===== src/logic/ucf_pkg.sv =====
// Purpose: shared constants and types of the serial control block
// Assumes: 32-bit AXI4-Lite register port, one system clock
// Notes: register byte address is four times the register index
`default_nettype none
package ucf_pkg;
   // register indexes; byte address = index * 4
   localparam logic [7:0] UCF_IDX_CTRL_A = 8'hc0;
   localparam logic [7:0] UCF_IDX_CTRL_B = 8'hc1;
   localparam logic [7:0] UCF_IDX_CTRL_C = 8'hc2;
   localparam logic [7:0] UCF_IDX_BAUD = 8'hc4;
   localparam logic [7:0] UCF_IDX_DATA = 8'hc6;
   localparam int UCF_IDX_LSB = 2;
   localparam int UCF_IDX_MSB = 9;

   // control A fields
   localparam int UCF_A_RXC = 7;
   localparam int UCF_A_TXC = 6;
   localparam int UCF_A_UDRE = 5;
   localparam int UCF_A_FE = 4;
   localparam int UCF_A_DOR = 3;
   localparam int UCF_A_UPE = 2;
   localparam int UCF_A_DBL = 1;
   localparam int UCF_A_AFE = 0;
   // control B fields
   localparam int UCF_B_RXIE = 7;
   localparam int UCF_B_TXIE = 6;
   localparam int UCF_B_EMIE = 5;
   localparam int UCF_B_RXEN = 4;
   localparam int UCF_B_TXEN = 3;
   localparam int UCF_B_CSH = 2;
   localparam int UCF_B_RX9 = 1;
   localparam int UCF_B_TX9 = 0;
   // control C fields
   localparam int UCF_C_PAR_HI = 5;
   localparam int UCF_C_PAR_LO = 4;
   localparam int UCF_C_STOP = 3;
   localparam int UCF_C_CSL_HI = 2;
   localparam int UCF_C_CSL_LO = 1;

   localparam logic [1:0] UCF_CSL_RST = 2'h3;
   localparam logic [11:0] UCF_BAUD_RST = 12'h019;
   localparam logic [1:0] UCF_PAR_OFF = 2'h0;
   localparam logic [1:0] UCF_PAR_EVEN = 2'h2;
   localparam logic [1:0] UCF_PAR_ODD = 2'h3;
   localparam logic [4:0] UCF_SPB_NORMAL = 5'h10;
   localparam logic [4:0] UCF_SPB_DOUBLE = 5'h08;
   localparam logic [3:0] UCF_BITS_9 = 4'h9;
   localparam logic [3:0] UCF_BITS_8 = 4'h8;
   localparam logic [3:0] UCF_BITS_5 = 4'h5;
   localparam logic [2:0] UCF_CS_9 = 3'h7;
   localparam logic [1:0] UCF_RESP_OKAY = 2'h0;
   localparam logic [1:0] UCF_RESP_SLVERR = 2'h2;

   typedef enum logic [4:0] {
      UCF_RX_IDLE = 5'h01,
      UCF_RX_START = 5'h02,
      UCF_RX_DATA = 5'h04,
      UCF_RX_PAR = 5'h08,
      UCF_RX_STOP = 5'h10
   } ucf_rx_state_t;

   typedef enum logic [5:0] {
      UCF_TX_IDLE = 6'h01,
      UCF_TX_START = 6'h02,
      UCF_TX_DATA = 6'h04,
      UCF_TX_PAR = 6'h08,
      UCF_TX_STOP1 = 6'h10,
      UCF_TX_STOP2 = 6'h20
   } ucf_tx_state_t;

   typedef struct packed {
      logic double_speed;
      logic address_filter_enable;
      logic rx_done_irq_enable;
      logic tx_done_irq_enable;
      logic tx_empty_irq_enable;
      logic receiver_enable;
      logic transmitter_enable;
      logic char_size_high;
      logic tx_ninth_bit;
      logic [1:0] parity_mode;
      logic stop_select;
      logic [1:0] char_size_low;
      logic [11:0] baud_div;
   } ucf_cfg_t;

   typedef struct packed {
      logic [8:0] data;
      logic framing_error_flag;
      logic parity_error_flag;
   } ucf_rx_entry_t;
endpackage
`default_nettype wire


===== src/logic/ucf_top.sv =====
// Purpose: control, frame format and serial engine of an async transceiver
// Assumes: SERIAL_IN_PIN is asynchronous; GLOBAL_IRQ_ENABLE is on CLK
// Notes: one-entry receive buffer
`default_nettype none
module ucf_top
   import ucf_pkg::*;
#(
   parameter int ADDR_W = 12,
   parameter logic [11:0] BAUD_DIV_RST = UCF_BAUD_RST
) (
   input wire logic CLK,
   input wire logic RST,
   input wire logic [ADDR_W-1:0] S_AXI_AWADDR,
   input wire logic S_AXI_AWVALID,
   output logic S_AXI_AWREADY,
   input wire logic [31:0] S_AXI_WDATA,
   input wire logic [3:0] S_AXI_WSTRB,
   input wire logic S_AXI_WVALID,
   output logic S_AXI_WREADY,
   output logic [1:0] S_AXI_BRESP,
   output logic S_AXI_BVALID,
   input wire logic S_AXI_BREADY,
   input wire logic [ADDR_W-1:0] S_AXI_ARADDR,
   input wire logic S_AXI_ARVALID,
   output logic S_AXI_ARREADY,
   output logic [31:0] S_AXI_RDATA,
   output logic [1:0] S_AXI_RRESP,
   output logic S_AXI_RVALID,
   input wire logic S_AXI_RREADY,
   input wire logic SERIAL_IN_PIN,
   output logic SERIAL_IN_OWNED,
   output logic SERIAL_OUT_PIN,
   output logic SERIAL_OUT_OE,
   input wire logic GLOBAL_IRQ_ENABLE,
   input wire logic TX_DONE_IRQ_ACK,
   output logic IRQ_RX_DONE,
   output logic IRQ_TX_DONE,
   output logic IRQ_TX_EMPTY
);

   typedef struct packed {
      logic sin_meta;
      logic sin;
      logic [11:0] baud_cnt;
      ucf_cfg_t cfg;
      ucf_rx_state_t rx_st;
      logic [4:0] rx_cnt;
      logic [3:0] rx_idx;
      logic [8:0] rx_shift;
      logic rx_par;
      logic rx_full;
      ucf_rx_entry_t rx_buf;
      logic overrun_flag;
      ucf_tx_state_t tx_st;
      logic [4:0] tx_cnt;
      logic [3:0] tx_idx;
      logic [8:0] tx_shift;
      logic [8:0] tx_buf;
      logic tx_buf_full;
      logic tx_active;
      logic tx_complete_flag;
      logic tx_out;
      logic irq_rx;
      logic irq_tx;
      logic irq_empty;
      logic awready;
      logic wready;
      logic [7:0] aw_idx;
      logic aw_ok;
      logic [31:0] wdata;
      logic [3:0] wstrb;
      logic bvalid;
      logic [1:0] bresp;
      logic arready;
      logic rvalid;
      logic [31:0] rdata;
      logic [1:0] rresp;
   } ucf_state_t;

   ucf_state_t q_q;
   ucf_state_t q_d;

   // data bits per character; reserved codes fall back to eight bits
   function automatic logic [3:0] char_bits(input logic [2:0] code);
      if (code == UCF_CS_9) begin
         return UCF_BITS_9;
      end else if (code[2]) begin
         return UCF_BITS_8;
      end else begin
         return UCF_BITS_5 + {2'h0, code[1:0]};
      end
   endfunction

   // parity over the low n bits; odd mode inverts the even result
   function automatic logic parity_of(input logic [8:0] v,
                                      input logic [3:0] n,
                                      input logic odd);
      logic p;
      p = odd;
      for (int i = 0; i < 9; i++) begin
         if (i < int'(n)) begin
            p = p ^ v[i];
         end
      end
      return p;
   endfunction

   // low address bits select the register; must be word aligned
   function automatic logic [7:0] reg_idx(input logic [ADDR_W-1:0] a);
      return a[UCF_IDX_MSB:UCF_IDX_LSB];
   endfunction

   function automatic logic idx_known(input logic [7:0] i);
      return (i == UCF_IDX_CTRL_A) || (i == UCF_IDX_CTRL_B) ||
             (i == UCF_IDX_CTRL_C) || (i == UCF_IDX_BAUD) ||
             (i == UCF_IDX_DATA);
   endfunction

   always_comb begin
      logic tick;
      logic [4:0] spb;
      logic [4:0] half;
      logic [3:0] nbits;
      logic par_on;
      logic par_odd;
      logic rx_bit_end;
      logic tx_bit_end;
      logic frame_type;
      logic [7:0] ridx;
      logic [7:0] reg_a;
      logic [7:0] reg_b;
      logic [7:0] reg_c;
      logic do_write;
      logic txc_set;
      tick = 1'b0;
      spb = '0;
      half = '0;
      nbits = '0;
      par_on = 1'b0;
      par_odd = 1'b0;
      rx_bit_end = 1'b0;
      tx_bit_end = 1'b0;
      frame_type = 1'b0;
      ridx = '0;
      reg_a = '0;
      reg_b = '0;
      reg_c = '0;
      do_write = 1'b0;
      txc_set = 1'b0;
      q_d = q_q;

      // input pin passes two flops before anything reads it
      q_d.sin_meta = SERIAL_IN_PIN;
      q_d.sin = q_q.sin_meta;

      tick = (q_q.baud_cnt == '0);
      q_d.baud_cnt = tick ? q_q.cfg.baud_div : q_q.baud_cnt - 12'h001;
      spb = q_q.cfg.double_speed ? UCF_SPB_DOUBLE : UCF_SPB_NORMAL;
      half = spb >> 1;
      nbits = char_bits({q_q.cfg.char_size_high,
                         q_q.cfg.char_size_low});
      // reserved code 01 runs without parity
      par_on = q_q.cfg.parity_mode[1];
      par_odd = (q_q.cfg.parity_mode == UCF_PAR_ODD);

      // receiver
      rx_bit_end = tick && (q_q.rx_cnt == spb - 5'h01);
      if (tick) begin
         q_d.rx_cnt = rx_bit_end ? 5'h00 : q_q.rx_cnt + 5'h01;
      end
      case (q_q.rx_st)
         UCF_RX_IDLE: begin
            if (q_q.cfg.receiver_enable && !q_q.sin) begin
               q_d.rx_st = UCF_RX_START;
               q_d.rx_cnt = '0;
            end
         end
         UCF_RX_START: begin
            // glitches under half a bit are dropped
            if (tick && q_q.rx_cnt == half - 5'h01) begin
               q_d.rx_cnt = '0;
               q_d.rx_idx = '0;
               q_d.rx_shift = '0;
               q_d.rx_st = q_q.sin ? UCF_RX_IDLE : UCF_RX_DATA;
            end
         end
         UCF_RX_DATA: begin
            if (rx_bit_end) begin
               q_d.rx_shift[q_q.rx_idx] = q_q.sin;
               q_d.rx_idx = q_q.rx_idx + 4'h1;
               if (q_q.rx_idx == nbits - 4'h1) begin
                  q_d.rx_st = par_on ? UCF_RX_PAR : UCF_RX_STOP;
               end
            end
         end
         UCF_RX_PAR: begin
            if (rx_bit_end) begin
               q_d.rx_par = q_q.sin;
               q_d.rx_st = UCF_RX_STOP;
            end
         end
         UCF_RX_STOP: begin
            // only the first stop is checked, whatever stop_select says
            if (rx_bit_end) begin
               q_d.rx_st = UCF_RX_IDLE;
               frame_type = (nbits == UCF_BITS_9) ? q_q.rx_shift[8]
                                                  : q_q.sin;
               if (q_q.cfg.address_filter_enable && !frame_type) begin
                  q_d.rx_st = UCF_RX_IDLE;
               end else if (q_q.rx_full) begin
                  q_d.overrun_flag = 1'b1;
               end else begin
                  q_d.rx_full = 1'b1;
                  q_d.rx_buf.data = q_q.rx_shift;
                  q_d.rx_buf.framing_error_flag = !q_q.sin;
                  q_d.rx_buf.parity_error_flag = par_on &&
                     (parity_of(q_q.rx_shift, nbits, par_odd) !=
                      q_q.rx_par);
               end
            end
         end
         default: begin
            q_d.rx_st = UCF_RX_IDLE;
         end
      endcase

      // transmitter
      // nothing here looks at address_filter_enable
      tx_bit_end = tick && (q_q.tx_cnt == spb - 5'h01);
      if (tick) begin
         q_d.tx_cnt = tx_bit_end ? 5'h00 : q_q.tx_cnt + 5'h01;
      end
      case (q_q.tx_st)
         UCF_TX_IDLE: begin
            q_d.tx_out = 1'b1;
            if (q_q.tx_active && q_q.tx_buf_full) begin
               q_d.tx_shift = q_q.tx_buf;
               q_d.tx_buf_full = 1'b0;
               q_d.tx_st = UCF_TX_START;
               q_d.tx_cnt = '0;
               q_d.tx_idx = '0;
               q_d.tx_out = 1'b0;
            end
         end
         UCF_TX_START: begin
            if (tx_bit_end) begin
               q_d.tx_st = UCF_TX_DATA;
               q_d.tx_out = q_q.tx_shift[0];
               q_d.tx_idx = 4'h1;
            end
         end
         UCF_TX_DATA: begin
            if (tx_bit_end) begin
               q_d.tx_idx = q_q.tx_idx + 4'h1;
               if (q_q.tx_idx == nbits) begin
                  q_d.tx_st = par_on ? UCF_TX_PAR : UCF_TX_STOP1;
                  q_d.tx_out = par_on ?
                     parity_of(q_q.tx_shift, nbits, par_odd)
                     : 1'b1;
               end else begin
                  q_d.tx_out = q_q.tx_shift[q_q.tx_idx];
               end
            end
         end
         UCF_TX_PAR: begin
            if (tx_bit_end) begin
               q_d.tx_st = UCF_TX_STOP1;
               q_d.tx_out = 1'b1;
            end
         end
         UCF_TX_STOP1: begin
            if (tx_bit_end) begin
               q_d.tx_st = q_q.cfg.stop_select ? UCF_TX_STOP2
                                               : UCF_TX_IDLE;
               txc_set = !q_q.cfg.stop_select && !q_q.tx_buf_full;
            end
         end
         UCF_TX_STOP2: begin
            if (tx_bit_end) begin
               q_d.tx_st = UCF_TX_IDLE;
               txc_set = !q_q.tx_buf_full;
            end
         end
         default: begin
            q_d.tx_st = UCF_TX_IDLE;
         end
      endcase

      // clearing the enable only lands once shifter and buffer drain
      if (q_q.cfg.transmitter_enable) begin
         q_d.tx_active = 1'b1;
      end else if (q_q.tx_st == UCF_TX_IDLE && !q_q.tx_buf_full) begin
         q_d.tx_active = 1'b0;
      end

      // register reads
      reg_a[UCF_A_RXC] = q_q.rx_full;
      reg_a[UCF_A_TXC] = q_q.tx_complete_flag;
      reg_a[UCF_A_UDRE] = !q_q.tx_buf_full;
      reg_a[UCF_A_FE] = q_q.rx_buf.framing_error_flag;
      reg_a[UCF_A_DOR] = q_q.overrun_flag;
      reg_a[UCF_A_UPE] = q_q.rx_buf.parity_error_flag;
      reg_a[UCF_A_DBL] = q_q.cfg.double_speed;
      reg_a[UCF_A_AFE] = q_q.cfg.address_filter_enable;
      reg_b[UCF_B_RXIE] = q_q.cfg.rx_done_irq_enable;
      reg_b[UCF_B_TXIE] = q_q.cfg.tx_done_irq_enable;
      reg_b[UCF_B_EMIE] = q_q.cfg.tx_empty_irq_enable;
      reg_b[UCF_B_RXEN] = q_q.cfg.receiver_enable;
      reg_b[UCF_B_TXEN] = q_q.cfg.transmitter_enable;
      reg_b[UCF_B_CSH] = q_q.cfg.char_size_high;
      reg_b[UCF_B_RX9] = q_q.rx_buf.data[8];
      reg_b[UCF_B_TX9] = q_q.cfg.tx_ninth_bit;
      reg_c = '0;
      reg_c[UCF_C_PAR_HI:UCF_C_PAR_LO] = q_q.cfg.parity_mode;
      reg_c[UCF_C_STOP] = q_q.cfg.stop_select;
      reg_c[UCF_C_CSL_HI:UCF_C_CSL_LO] = q_q.cfg.char_size_low;

      if (q_q.rvalid && S_AXI_RREADY) begin
         q_d.rvalid = 1'b0;
         q_d.arready = 1'b1;
      end
      if (q_q.arready && S_AXI_ARVALID) begin
         ridx = reg_idx(S_AXI_ARADDR);
         q_d.arready = 1'b0;
         q_d.rvalid = 1'b1;
         q_d.rdata = '0;
         q_d.rresp = idx_known(ridx) ? UCF_RESP_OKAY : UCF_RESP_SLVERR;
         case (ridx)
            UCF_IDX_CTRL_A: q_d.rdata[7:0] = reg_a;
            UCF_IDX_CTRL_B: q_d.rdata[7:0] = reg_b;
            UCF_IDX_CTRL_C: q_d.rdata[7:0] = reg_c;
            UCF_IDX_BAUD: q_d.rdata[11:0] = q_q.cfg.baud_div;
            UCF_IDX_DATA: begin
               // reading the data port consumes the character
               q_d.rdata[7:0] = q_q.rx_buf.data[7:0];
               q_d.rx_full = 1'b0;
               q_d.overrun_flag = 1'b0;
               q_d.rx_buf.framing_error_flag = 1'b0;
               q_d.rx_buf.parity_error_flag = 1'b0;
            end
            default: q_d.rdata = '0;
         endcase
      end

      // register writes
      if (q_q.awready && S_AXI_AWVALID) begin
         q_d.awready = 1'b0;
         q_d.aw_idx = reg_idx(S_AXI_AWADDR);
         q_d.aw_ok = idx_known(reg_idx(S_AXI_AWADDR));
      end
      if (q_q.wready && S_AXI_WVALID) begin
         q_d.wready = 1'b0;
         q_d.wdata = S_AXI_WDATA;
         q_d.wstrb = S_AXI_WSTRB;
      end
      do_write = !q_q.awready && !q_q.wready && !q_q.bvalid;
      if (do_write) begin
         q_d.bvalid = 1'b1;
         q_d.bresp = q_q.aw_ok ? UCF_RESP_OKAY : UCF_RESP_SLVERR;
      end
      if (q_q.bvalid && S_AXI_BREADY) begin
         q_d.bvalid = 1'b0;
         q_d.awready = 1'b1;
         q_d.wready = 1'b1;
      end
      if (do_write && q_q.wstrb[0]) begin
         case (q_q.aw_idx)
            UCF_IDX_CTRL_A: begin
               q_d.cfg.double_speed = q_q.wdata[UCF_A_DBL];
               q_d.cfg.address_filter_enable = q_q.wdata[UCF_A_AFE];
            end
            UCF_IDX_CTRL_B: begin
               q_d.cfg.rx_done_irq_enable = q_q.wdata[UCF_B_RXIE];
               q_d.cfg.tx_done_irq_enable = q_q.wdata[UCF_B_TXIE];
               q_d.cfg.tx_empty_irq_enable = q_q.wdata[UCF_B_EMIE];
               q_d.cfg.receiver_enable = q_q.wdata[UCF_B_RXEN];
               q_d.cfg.transmitter_enable = q_q.wdata[UCF_B_TXEN];
               q_d.cfg.char_size_high = q_q.wdata[UCF_B_CSH];
               q_d.cfg.tx_ninth_bit = q_q.wdata[UCF_B_TX9];
            end
            UCF_IDX_CTRL_C: begin
               q_d.cfg.parity_mode =
                  q_q.wdata[UCF_C_PAR_HI:UCF_C_PAR_LO];
               q_d.cfg.stop_select = q_q.wdata[UCF_C_STOP];
               q_d.cfg.char_size_low =
                  q_q.wdata[UCF_C_CSL_HI:UCF_C_CSL_LO];
            end
            UCF_IDX_DATA: begin
               // a write while the buffer is full is dropped
               if (!q_q.tx_buf_full) begin
                  q_d.tx_buf = {q_q.cfg.tx_ninth_bit,
                                q_q.wdata[7:0]};
                  q_d.tx_buf_full = 1'b1;
               end
            end
            default: begin
            end
         endcase
      end
      if (do_write && q_q.wstrb[0] && q_q.aw_idx == UCF_IDX_BAUD) begin
         q_d.cfg.baud_div[7:0] = q_q.wdata[7:0];
         if (q_q.wstrb[1]) begin
            q_d.cfg.baud_div = q_q.wdata[11:0];
         end
      end

      // completion set wins over a same-cycle ack or write-one clear
      if ((do_write && q_q.wstrb[0] && q_q.aw_idx == UCF_IDX_CTRL_A &&
           q_q.wdata[UCF_A_TXC]) || TX_DONE_IRQ_ACK) begin
         q_d.tx_complete_flag = 1'b0;
      end
      if (txc_set) begin
         q_d.tx_complete_flag = 1'b1;
      end

      // a disabled receiver holds nothing and reports no errors
      if (!q_q.cfg.receiver_enable) begin
         q_d.rx_st = UCF_RX_IDLE;
         q_d.rx_full = 1'b0;
         q_d.overrun_flag = 1'b0;
         q_d.rx_buf.framing_error_flag = 1'b0;
         q_d.rx_buf.parity_error_flag = 1'b0;
      end

      q_d.irq_rx = q_q.cfg.rx_done_irq_enable && GLOBAL_IRQ_ENABLE &&
                   q_q.rx_full;
      q_d.irq_tx = q_q.cfg.tx_done_irq_enable && GLOBAL_IRQ_ENABLE &&
                   q_q.tx_complete_flag;
      q_d.irq_empty = q_q.cfg.tx_empty_irq_enable && GLOBAL_IRQ_ENABLE &&
                      !q_q.tx_buf_full;

      if (RST) begin
         q_d = '0;
         q_d.sin_meta = 1'b1;
         q_d.sin = 1'b1;
         q_d.cfg.char_size_low = UCF_CSL_RST;
         q_d.cfg.baud_div = BAUD_DIV_RST;
         q_d.rx_st = UCF_RX_IDLE;
         q_d.tx_st = UCF_TX_IDLE;
         q_d.tx_out = 1'b1;
         q_d.awready = 1'b1;
         q_d.wready = 1'b1;
         q_d.arready = 1'b1;
      end
   end

   always_ff @(posedge CLK) begin
      q_q <= q_d;
   end

   assign S_AXI_AWREADY = q_q.awready;
   assign S_AXI_WREADY = q_q.wready;
   assign S_AXI_BVALID = q_q.bvalid;
   assign S_AXI_BRESP = q_q.bresp;
   assign S_AXI_ARREADY = q_q.arready;
   assign S_AXI_RVALID = q_q.rvalid;
   assign S_AXI_RDATA = q_q.rdata;
   assign S_AXI_RRESP = q_q.rresp;
   assign SERIAL_IN_OWNED = q_q.cfg.receiver_enable;
   // pin stays with the transmitter until the deferred disable lands
   assign SERIAL_OUT_OE = q_q.tx_active;
   assign SERIAL_OUT_PIN = q_q.tx_out;
   assign IRQ_RX_DONE = q_q.irq_rx;
   assign IRQ_TX_DONE = q_q.irq_tx;
   assign IRQ_TX_EMPTY = q_q.irq_empty;

endmodule // ucf_top
`default_nettype wire


===== config.mk =====
export PLATFORM = sky130hd
export DESIGN_NAME = ucf_top
export DESIGN_NICKNAME = d
export VERILOG_FILES = /design/src/logic/ucf_pkg.sv /design/src/logic/ucf_top.sv
export SDC_FILE = /design/constraint.sdc
export NUM_CORES = 1
export LEC_CHECK = 0
export BUFFER_PORTS_ARGS = -buffer_cell sky130_fd_sc_hd__buf_4
export CORE_UTILIZATION = 34
export DETAILED_ROUTE_END_ITERATION = 10
export GPL_TIMING_DRIVEN = 0
export PLACE_DENSITY = 0.55
export SYNTH_ARGS = -nofsm -noshare
export SYNTH_HDL_FRONTEND = slang
export SYNTH_SLANG_ARGS = --single-unit

===== constraint.sdc =====
create_clock -name CLK -period 2.9 [get_ports CLK]
set_input_delay 0.435 -clock CLK [delete_from_list [all_inputs] [get_ports CLK]]
set_output_delay 0.435 -clock CLK [all_outputs]
set_load 0.05 [all_outputs]

==> flow_summary.ini, run 1 <==
[timing]
finalSetupViolCount = 0
fin_crit_sh = 0.9389
period_minus_slack_ns = 2.723
fin_worst_skew_ns = 0.01195
worst_pin_slew_ns = 0.9962
fmax_ghz = 0.3673
slew_violations = 0
slew_headroom = 0.3359
hold_viol = 0
tns_ns = 0

[power]
power_frac_comb = 0.185
p_leak_nw = 4.011
swShare = 0.3250
power.density_mw_per_mm2 = 608.7
seqPwrFrac = 0.416
ir_worst_vdd_mv = 0.3352
clkPwrFrac = 0.399
p_int_w = 0.003948
power.total_w = 0.005848
power.net_switching_w = 0.001900

[clock_tree]
clock-sinks = 159
cts.clk_slew.worst_paths_ns = 0.08
clock_path_buffers = 2
root_buffer = clkbuf_16
cts_buffers = 17
clk_latency_ns = 0.44
htree_num_levels = 4
cts_tree = done

[setup_path]
cp_max_fo = 10
end_kind = flip-flop
crit_chain = clkbuf_2 > clkbuf_1 > nand2b_1 > ha_2 > nand2b_1 > a21oi_1 > a211o_1 > xnor3_1 > and4_1 > o21ai_1
worst_setup_path_start_kind = flip-flop
path_class = reg2reg
slowest_delay_ns = 0.40
required_ns = 3.26
critPathSlowestCell = clkbuf_1
cp.arrival_ns = 3.08
crit_path_frequent_cell = nand2b_1

[synthesis]
syn-cell-area_sq_mm = 0.007968
synth_cells = 927
yosys_warnings = 0
synth_edf_count = 0
synthArstFlopShare = 0
synth-seq-area-share = 0.3995
synth.avg_cell_area_sq_um = 8.595
synthFlopType = dfxtp_1
yosys_register_bits = 159
synth_cell_types = 75

[job]
maxCapViolCount = 0

[route]
dr.pass1.iters = 5
post_drt_wl_per_cell_um = 16.28
wirelength_um = 22110
vias = 6779
antenna_left = 0
viasPerCell = 4.992
drt_iter0_markers = 405
drc_errors = 0

[hold_path]
min_path_type = in2reg

[floorplanning]
die_h_um = 155.1
rows = 55
dieArea_sq_mm = 0.02405
die_w_um = 155.1
core_area_sq_mm = 0.02278
start_util = 0.3498
ios = 117

[place]
port_buffers = 63
globalplace.congestion = 0.8714
place_inst = 1324
placed_area_sq_mm = 0.008911
hpwl_um = 16360

[cells_and_area]
instances_no_fill = 1358
nNetsFinal = 1113
antennaDiodeCount = 0
finalInstanceArea_sq_mm = 0.009608
mostFrequentLayoutCell = dfxtp_1
area_delta_synth_final_pct = 20.59
fillers = 2335
drive_above_1_share = 0.1675
layout_common_cells = dfxtp_1 (157), nor2_1 (126), buf_4 (102)

[outcome]
status = completed

[grt]
grt_max_degree = 19
grt_antenna_before_repair = 0
gr-total-overflow = 0
grt_first_pass_wirelength_um = 34680
grt_usage = 0.1879
grt_pass1_vias = 6287
registers in the layout, indices dropped and copies added (netlist names):
name	cells
q_q	134
S_AXI_RDATA	12
IRQ_RX_DONE	1
IRQ_TX_DONE	1
IRQ_TX_EMPTY	1
SERIAL_IN_OWNED	1
SERIAL_OUT_OE	1
SERIAL_OUT_PIN	1
S_AXI_ARREADY	1
S_AXI_AWREADY	1
S_AXI_BRESP	1
S_AXI_BVALID	1
S_AXI_RRESP	1
S_AXI_RVALID	1
S_AXI_WREADY	1
critical path, delay by kind of cell, from the launching register on:
family | cells | cell delay, ns
flops | 1 | 0.31
xor+xnor | 1 | 0.36
compound gates | 3 | 0.55
fa+ha+maj | 1 | 0.24
simple gates | 3 | 0.58
buf+inv | 2 | 0.61
synth_stat cells (6+ instances only):
| cell | count | area share |
|---|---|---|
| nand4_1 | 12 | 0.0094 |
| nand2_1 | 85 | 0.040 |
| or3_1 | 7 | 0.0055 |
| and3_1 | 6 | 0.0047 |
| a21oi_1 | 68 | 0.043 |
| nand2b_1 | 12 | 0.0094 |
| a211oi_1 | 11 | 0.010 |
| xor2_1 | 14 | 0.015 |
| nor3_1 | 22 | 0.014 |
| nand3b_1 | 8 | 0.0075 |
| ha_1 | 11 | 0.017 |
| o211ai_1 | 11 | 0.010 |
| o21ai_0 | 30 | 0.019 |
| nor4_1 | 7 | 0.0055 |
| nand3_1 | 31 | 0.019 |
| buf_4 | 36 | 0.034 |
| inv_1 | 18 | 0.0085 |
| clkbuf_1 | 44 | 0.021 |
| nor2_1 | 126 | 0.059 |
| nor2b_1 | 7 | 0.0055 |
| xnor2_1 | 19 | 0.021 |
| a22oi_1 | 10 | 0.0094 |
| dfxtp_1 | 159 | 0.40 |
| mux2i_1 | 63 | 0.079 |
what timing repair did:
item / CTS / global route
buffers inserted: 1 / 2
resized for setup: 6 / 9
cloned: 0 / 0
endpoints found under the setup margin: 17 / 25
hold buffers: 0 / 0
pin swaps: 1 / 0
logic make-up after synthesis:
group                    after synthesis  share of synthesized area
buffers and inverters                106                    0.06768
multiplexers                          74                     0.1055
AO/OA/AOI/OAI                        180                     0.1415
other                                  1                  0.0004707
XOR/XNOR                              37                    0.04837
adder cells (fa/ha/maj)               11                    0.01727
AND/OR/NAND/NOR                      359                     0.2197
flip-flops                           159                     0.3995
stage by stage:
stage | worst slack, ns | hold WS (ns) | util
finish | 0.1773 | 0.1805 | 0.4218
global route | -0.002236 | 0.1684 | 0.4218
CTS | 0.05086 | 0.1724 | 0.4196
detailed placement | -0.3881 | 0.3942 | 0.3912
global placement | -0.4196 | 0.3968 | 0.3912
floorplan | 0.1554 | 0.3895 | -
per-layer routing:
| metal | vias to the layer above | part of all wire | track usage |
|---|---|---|---|
| li1 | 3430 | - | - |
| met1 | 3169 | 0.48 | 0.2534 |
| met2 | 158 | 0.45 | 0.2956 |
| met3 | 22 | 0.052 | 0.04708 |
| met4 | 0 | 0.015 | 0.05375 |
| met5 | - | 0 | 0 |
power groups by stage:
stage / Sequential [W] / Clock, W / Combinational [W]
after floorplan: 0.00248 / 0 / 0.000771
after global placement: 0.00248 / 0 / 0.00106
after detailed placement: 0.00248 / 0 / 0.00106
after CTS: 0.00243 / 0.00237 / 0.00108
after global routing: 0.00245 / 0.00247 / 0.00119
final: 0.00243 / 0.00233 / 0.00108
path summary, 6_finish.rpt:
path                  from              to  slack, ns  depth (start not counted)
max reg2reg       q_q[181]  SERIAL_OUT_PIN       0.18                         10
max               q_q[181]  SERIAL_OUT_PIN       0.18                         10
min reg2reg       q_q[202]        q_q[201]       0.41                          1
min          SERIAL_IN_PIN        q_q[202]       0.18                          2
cell type report:
cell class	count	area [sq um]	area share
Clock inverter	15	186.4	0.01940
Buffer	87	473.0	0.04923
Inverter	18	67.56	0.007032
Timing Repair Buffer	66	508.0	0.05287
Multi-Input combinational cell	683	4370	0.4549
Tap cell	313	391.6	0.04076
Clock buffer	17	425.4	0.04428
Sequential cell	159	3186	0.3316
Power figures use the tool's default switching activity.
==> run 2: changes to the inputs <==
--- a/config.mk
+++ b/config.mk
@@ -6,10 +6,11 @@
 export NUM_CORES = 1
 export LEC_CHECK = 0
 export BUFFER_PORTS_ARGS = -buffer_cell sky130_fd_sc_hd__buf_4
-export CORE_UTILIZATION = 34
+export CORE_UTILIZATION = 52
 export DETAILED_ROUTE_END_ITERATION = 10
 export GPL_TIMING_DRIVEN = 0
-export PLACE_DENSITY = 0.55
+export PLACE_DENSITY = 0.78
+export RECOVER_POWER = 100
 export SYNTH_ARGS = -nofsm -noshare
 export SYNTH_HDL_FRONTEND = slang
 export SYNTH_SLANG_ARGS = --single-unit
==> flow_summary.ini, run 2 (synthesized netlist as in run 1, its figures left out) <==
[setup_path]
worst_setup_path_start_kind = flip-flop
cp.arrival_ns = 3.03
cp_max_fo = 10
worstRegToRegCells = 10
reg2reg_to = q_q[145]
reg2reg_slack_ns = 0.17
required_ns = 3.21
crit-reg2reg-launch = q_q[189]
path_class = reg2reg
end_kind = flip-flop

[clock_tree]
cts_buffers = 17
clock-sinks = 159
cts_tree = done
htree_num_levels = 4
ctsHoldBuffers = 0
root_buffer = clkbuf_16
clock_path_buffers = 2
cts.clk_slew.worst_paths_ns = 0.07
clk_latency_ns = 0.43

[floorplanning]
core_area_sq_mm = 0.01475
die_h_um = 125.8
ios = 117
start_util = 0.5400
rows = 44
dieArea_sq_mm = 0.01582
die_w_um = 125.8

[cells_and_area]
seqCellArea_sq_mm = 0.003186
area_delta_synth_final_pct = 16.69
multi_input_area_sq_mm = 0.004347
fillers = 1278
largest-register = q_q
nNetsFinal = 1111
mostFrequentLayoutCell = dfxtp_1
largest_register_ffs = 134
fin_util = 0.6302
layout_common_cells = dfxtp_1 (157), nor2_1 (126), nand2_1 (85)
antennaDiodeCount = 0
instances_no_fill = 1227
drive_above_1_share = 0.1361

[place]
place_inst = 1195
globalplace.congestion = 0.8917
hpwl_um = 14710
port_buffers = 63

[timing]
slew_violations = 0
rsz0062_at_grt = false
fmax_ghz = 0.3670
fin_worst_skew_ns = 0.006678
hold_slack_ns = 0.1874
hold_viol = 0
worst_pin_slew_ns = 0.9044
tns_ns = 0
finalSetupViolCount = 0
fin_crit_sh = 0.9397
slew_headroom = 0.3970
period_minus_slack_ns = 2.725

[power]
swShare = 0.3210
clkPwrFrac = 0.395
p_int_w = 0.003940
seqPwrFrac = 0.420
power.net_switching_w = 0.001862
ir_worst_vdd_mv = 0.4767
p_leak_nw = 3.868
power.total_w = 0.005802
power.density_mw_per_mm2 = 624.0
power_frac_comb = 0.184

[route]
dr.pass1.iters = 7
antenna_left = 0
wirelength_um = 20170
drc_errors = 0
vias = 7032
post_drt_wl_per_cell_um = 16.44
viasPerCell = 5.731
drt_iter0_markers = 481

[hold_path]
hold_end = q_q[202]
min_path_cells = 2
min_path_type = in2reg
min-delay-start = SERIAL_IN_PIN

[job]
maxCapViolCount = 0

[grt]
gr-total-overflow = 0
grt_antenna_before_repair = 0
grt_pass1_vias = 6502
grt_usage = 0.2618
grt_first_pass_wirelength_um = 32610
grt_max_degree = 19

[outcome]
status = completed
run 2: worst max-delay path: stages, from the launching register on:
cell	delay (ns)
dfxtp_1	0.35
inv_1	0.09
ha_1	0.14
clkbuf_1	0.26
nand3b_1	0.23
clkbuf_1	0.32
nor3_2	0.49
buf_2	0.31
o211ai_1	0.16
mux2i_1	0.17
nor2_1	0.06
run 2: what timing repair did:
item,4_1_cts,5_1_grt
buffers inserted,1,0
resized for setup,3,5
pin swaps,1,0
setup endpoints to repair,6,15
run 2: layout make-up:
class                   count  area share
multi-input cells         683      0.4675
flip-flops and latches    159      0.3426
plain buffers              87     0.05060
repair buffers             64     0.04118
clock buffers              17     0.04575
well taps                 184     0.02476
inverters                  18    0.007267
clock inverters            15     0.02032
run 2: how the worst max path moves through the flow:
stage / start / to / slack (ns) / depth (start not counted)
after global placement: q_q[176] / SERIAL_OUT_PIN / -0.24 / 11
final: q_q[189] / q_q[145] / 0.17 / 10
after CTS: q_q[176] / q_q[127] / 0.04 / 10
after floorplan: q_q[176] / q_q[127] / 0.16 / 12
after global routing: q_q[189] / q_q[143] / 0.01 / 10
after detailed placement: q_q[176] / SERIAL_OUT_PIN / -0.34 / 11
run 2: power groups by stage:
stage | clock [W] | sequential, W | combinational [W]
2_1_floorplan | 0 | 0.00248 | 0.000771
3_5_place_dp | 0 | 0.00248 | 0.00105
6_report | 0.00229 | 0.00244 | 0.00107
5_1_grt | 0.00244 | 0.00245 | 0.00117
4_1_cts | 0.00231 | 0.00243 | 0.00106
3_3_place_gp | 0 | 0.00248 | 0.00103
run 2: metal layers:
metal | routed length [um] | share of wire | GRT usage
met1 | 8919 | 0.44 | 0.3434
met2 | 9402 | 0.47 | 0.4248
met3 | 1525 | 0.076 | 0.06797
met4 | 323 | 0.016 | 0.07654
met5 | 0 | 0 | 0
run 2: metrics by stage:
stage                     setup slack, ns  area (sq um)
after detailed placement          -0.3398          8750
after CTS                         0.04143          9387
after global routing              0.01345          9298
after floorplan                    0.1554          8046
final                              0.1749          9298
after global placement            -0.2437          8750
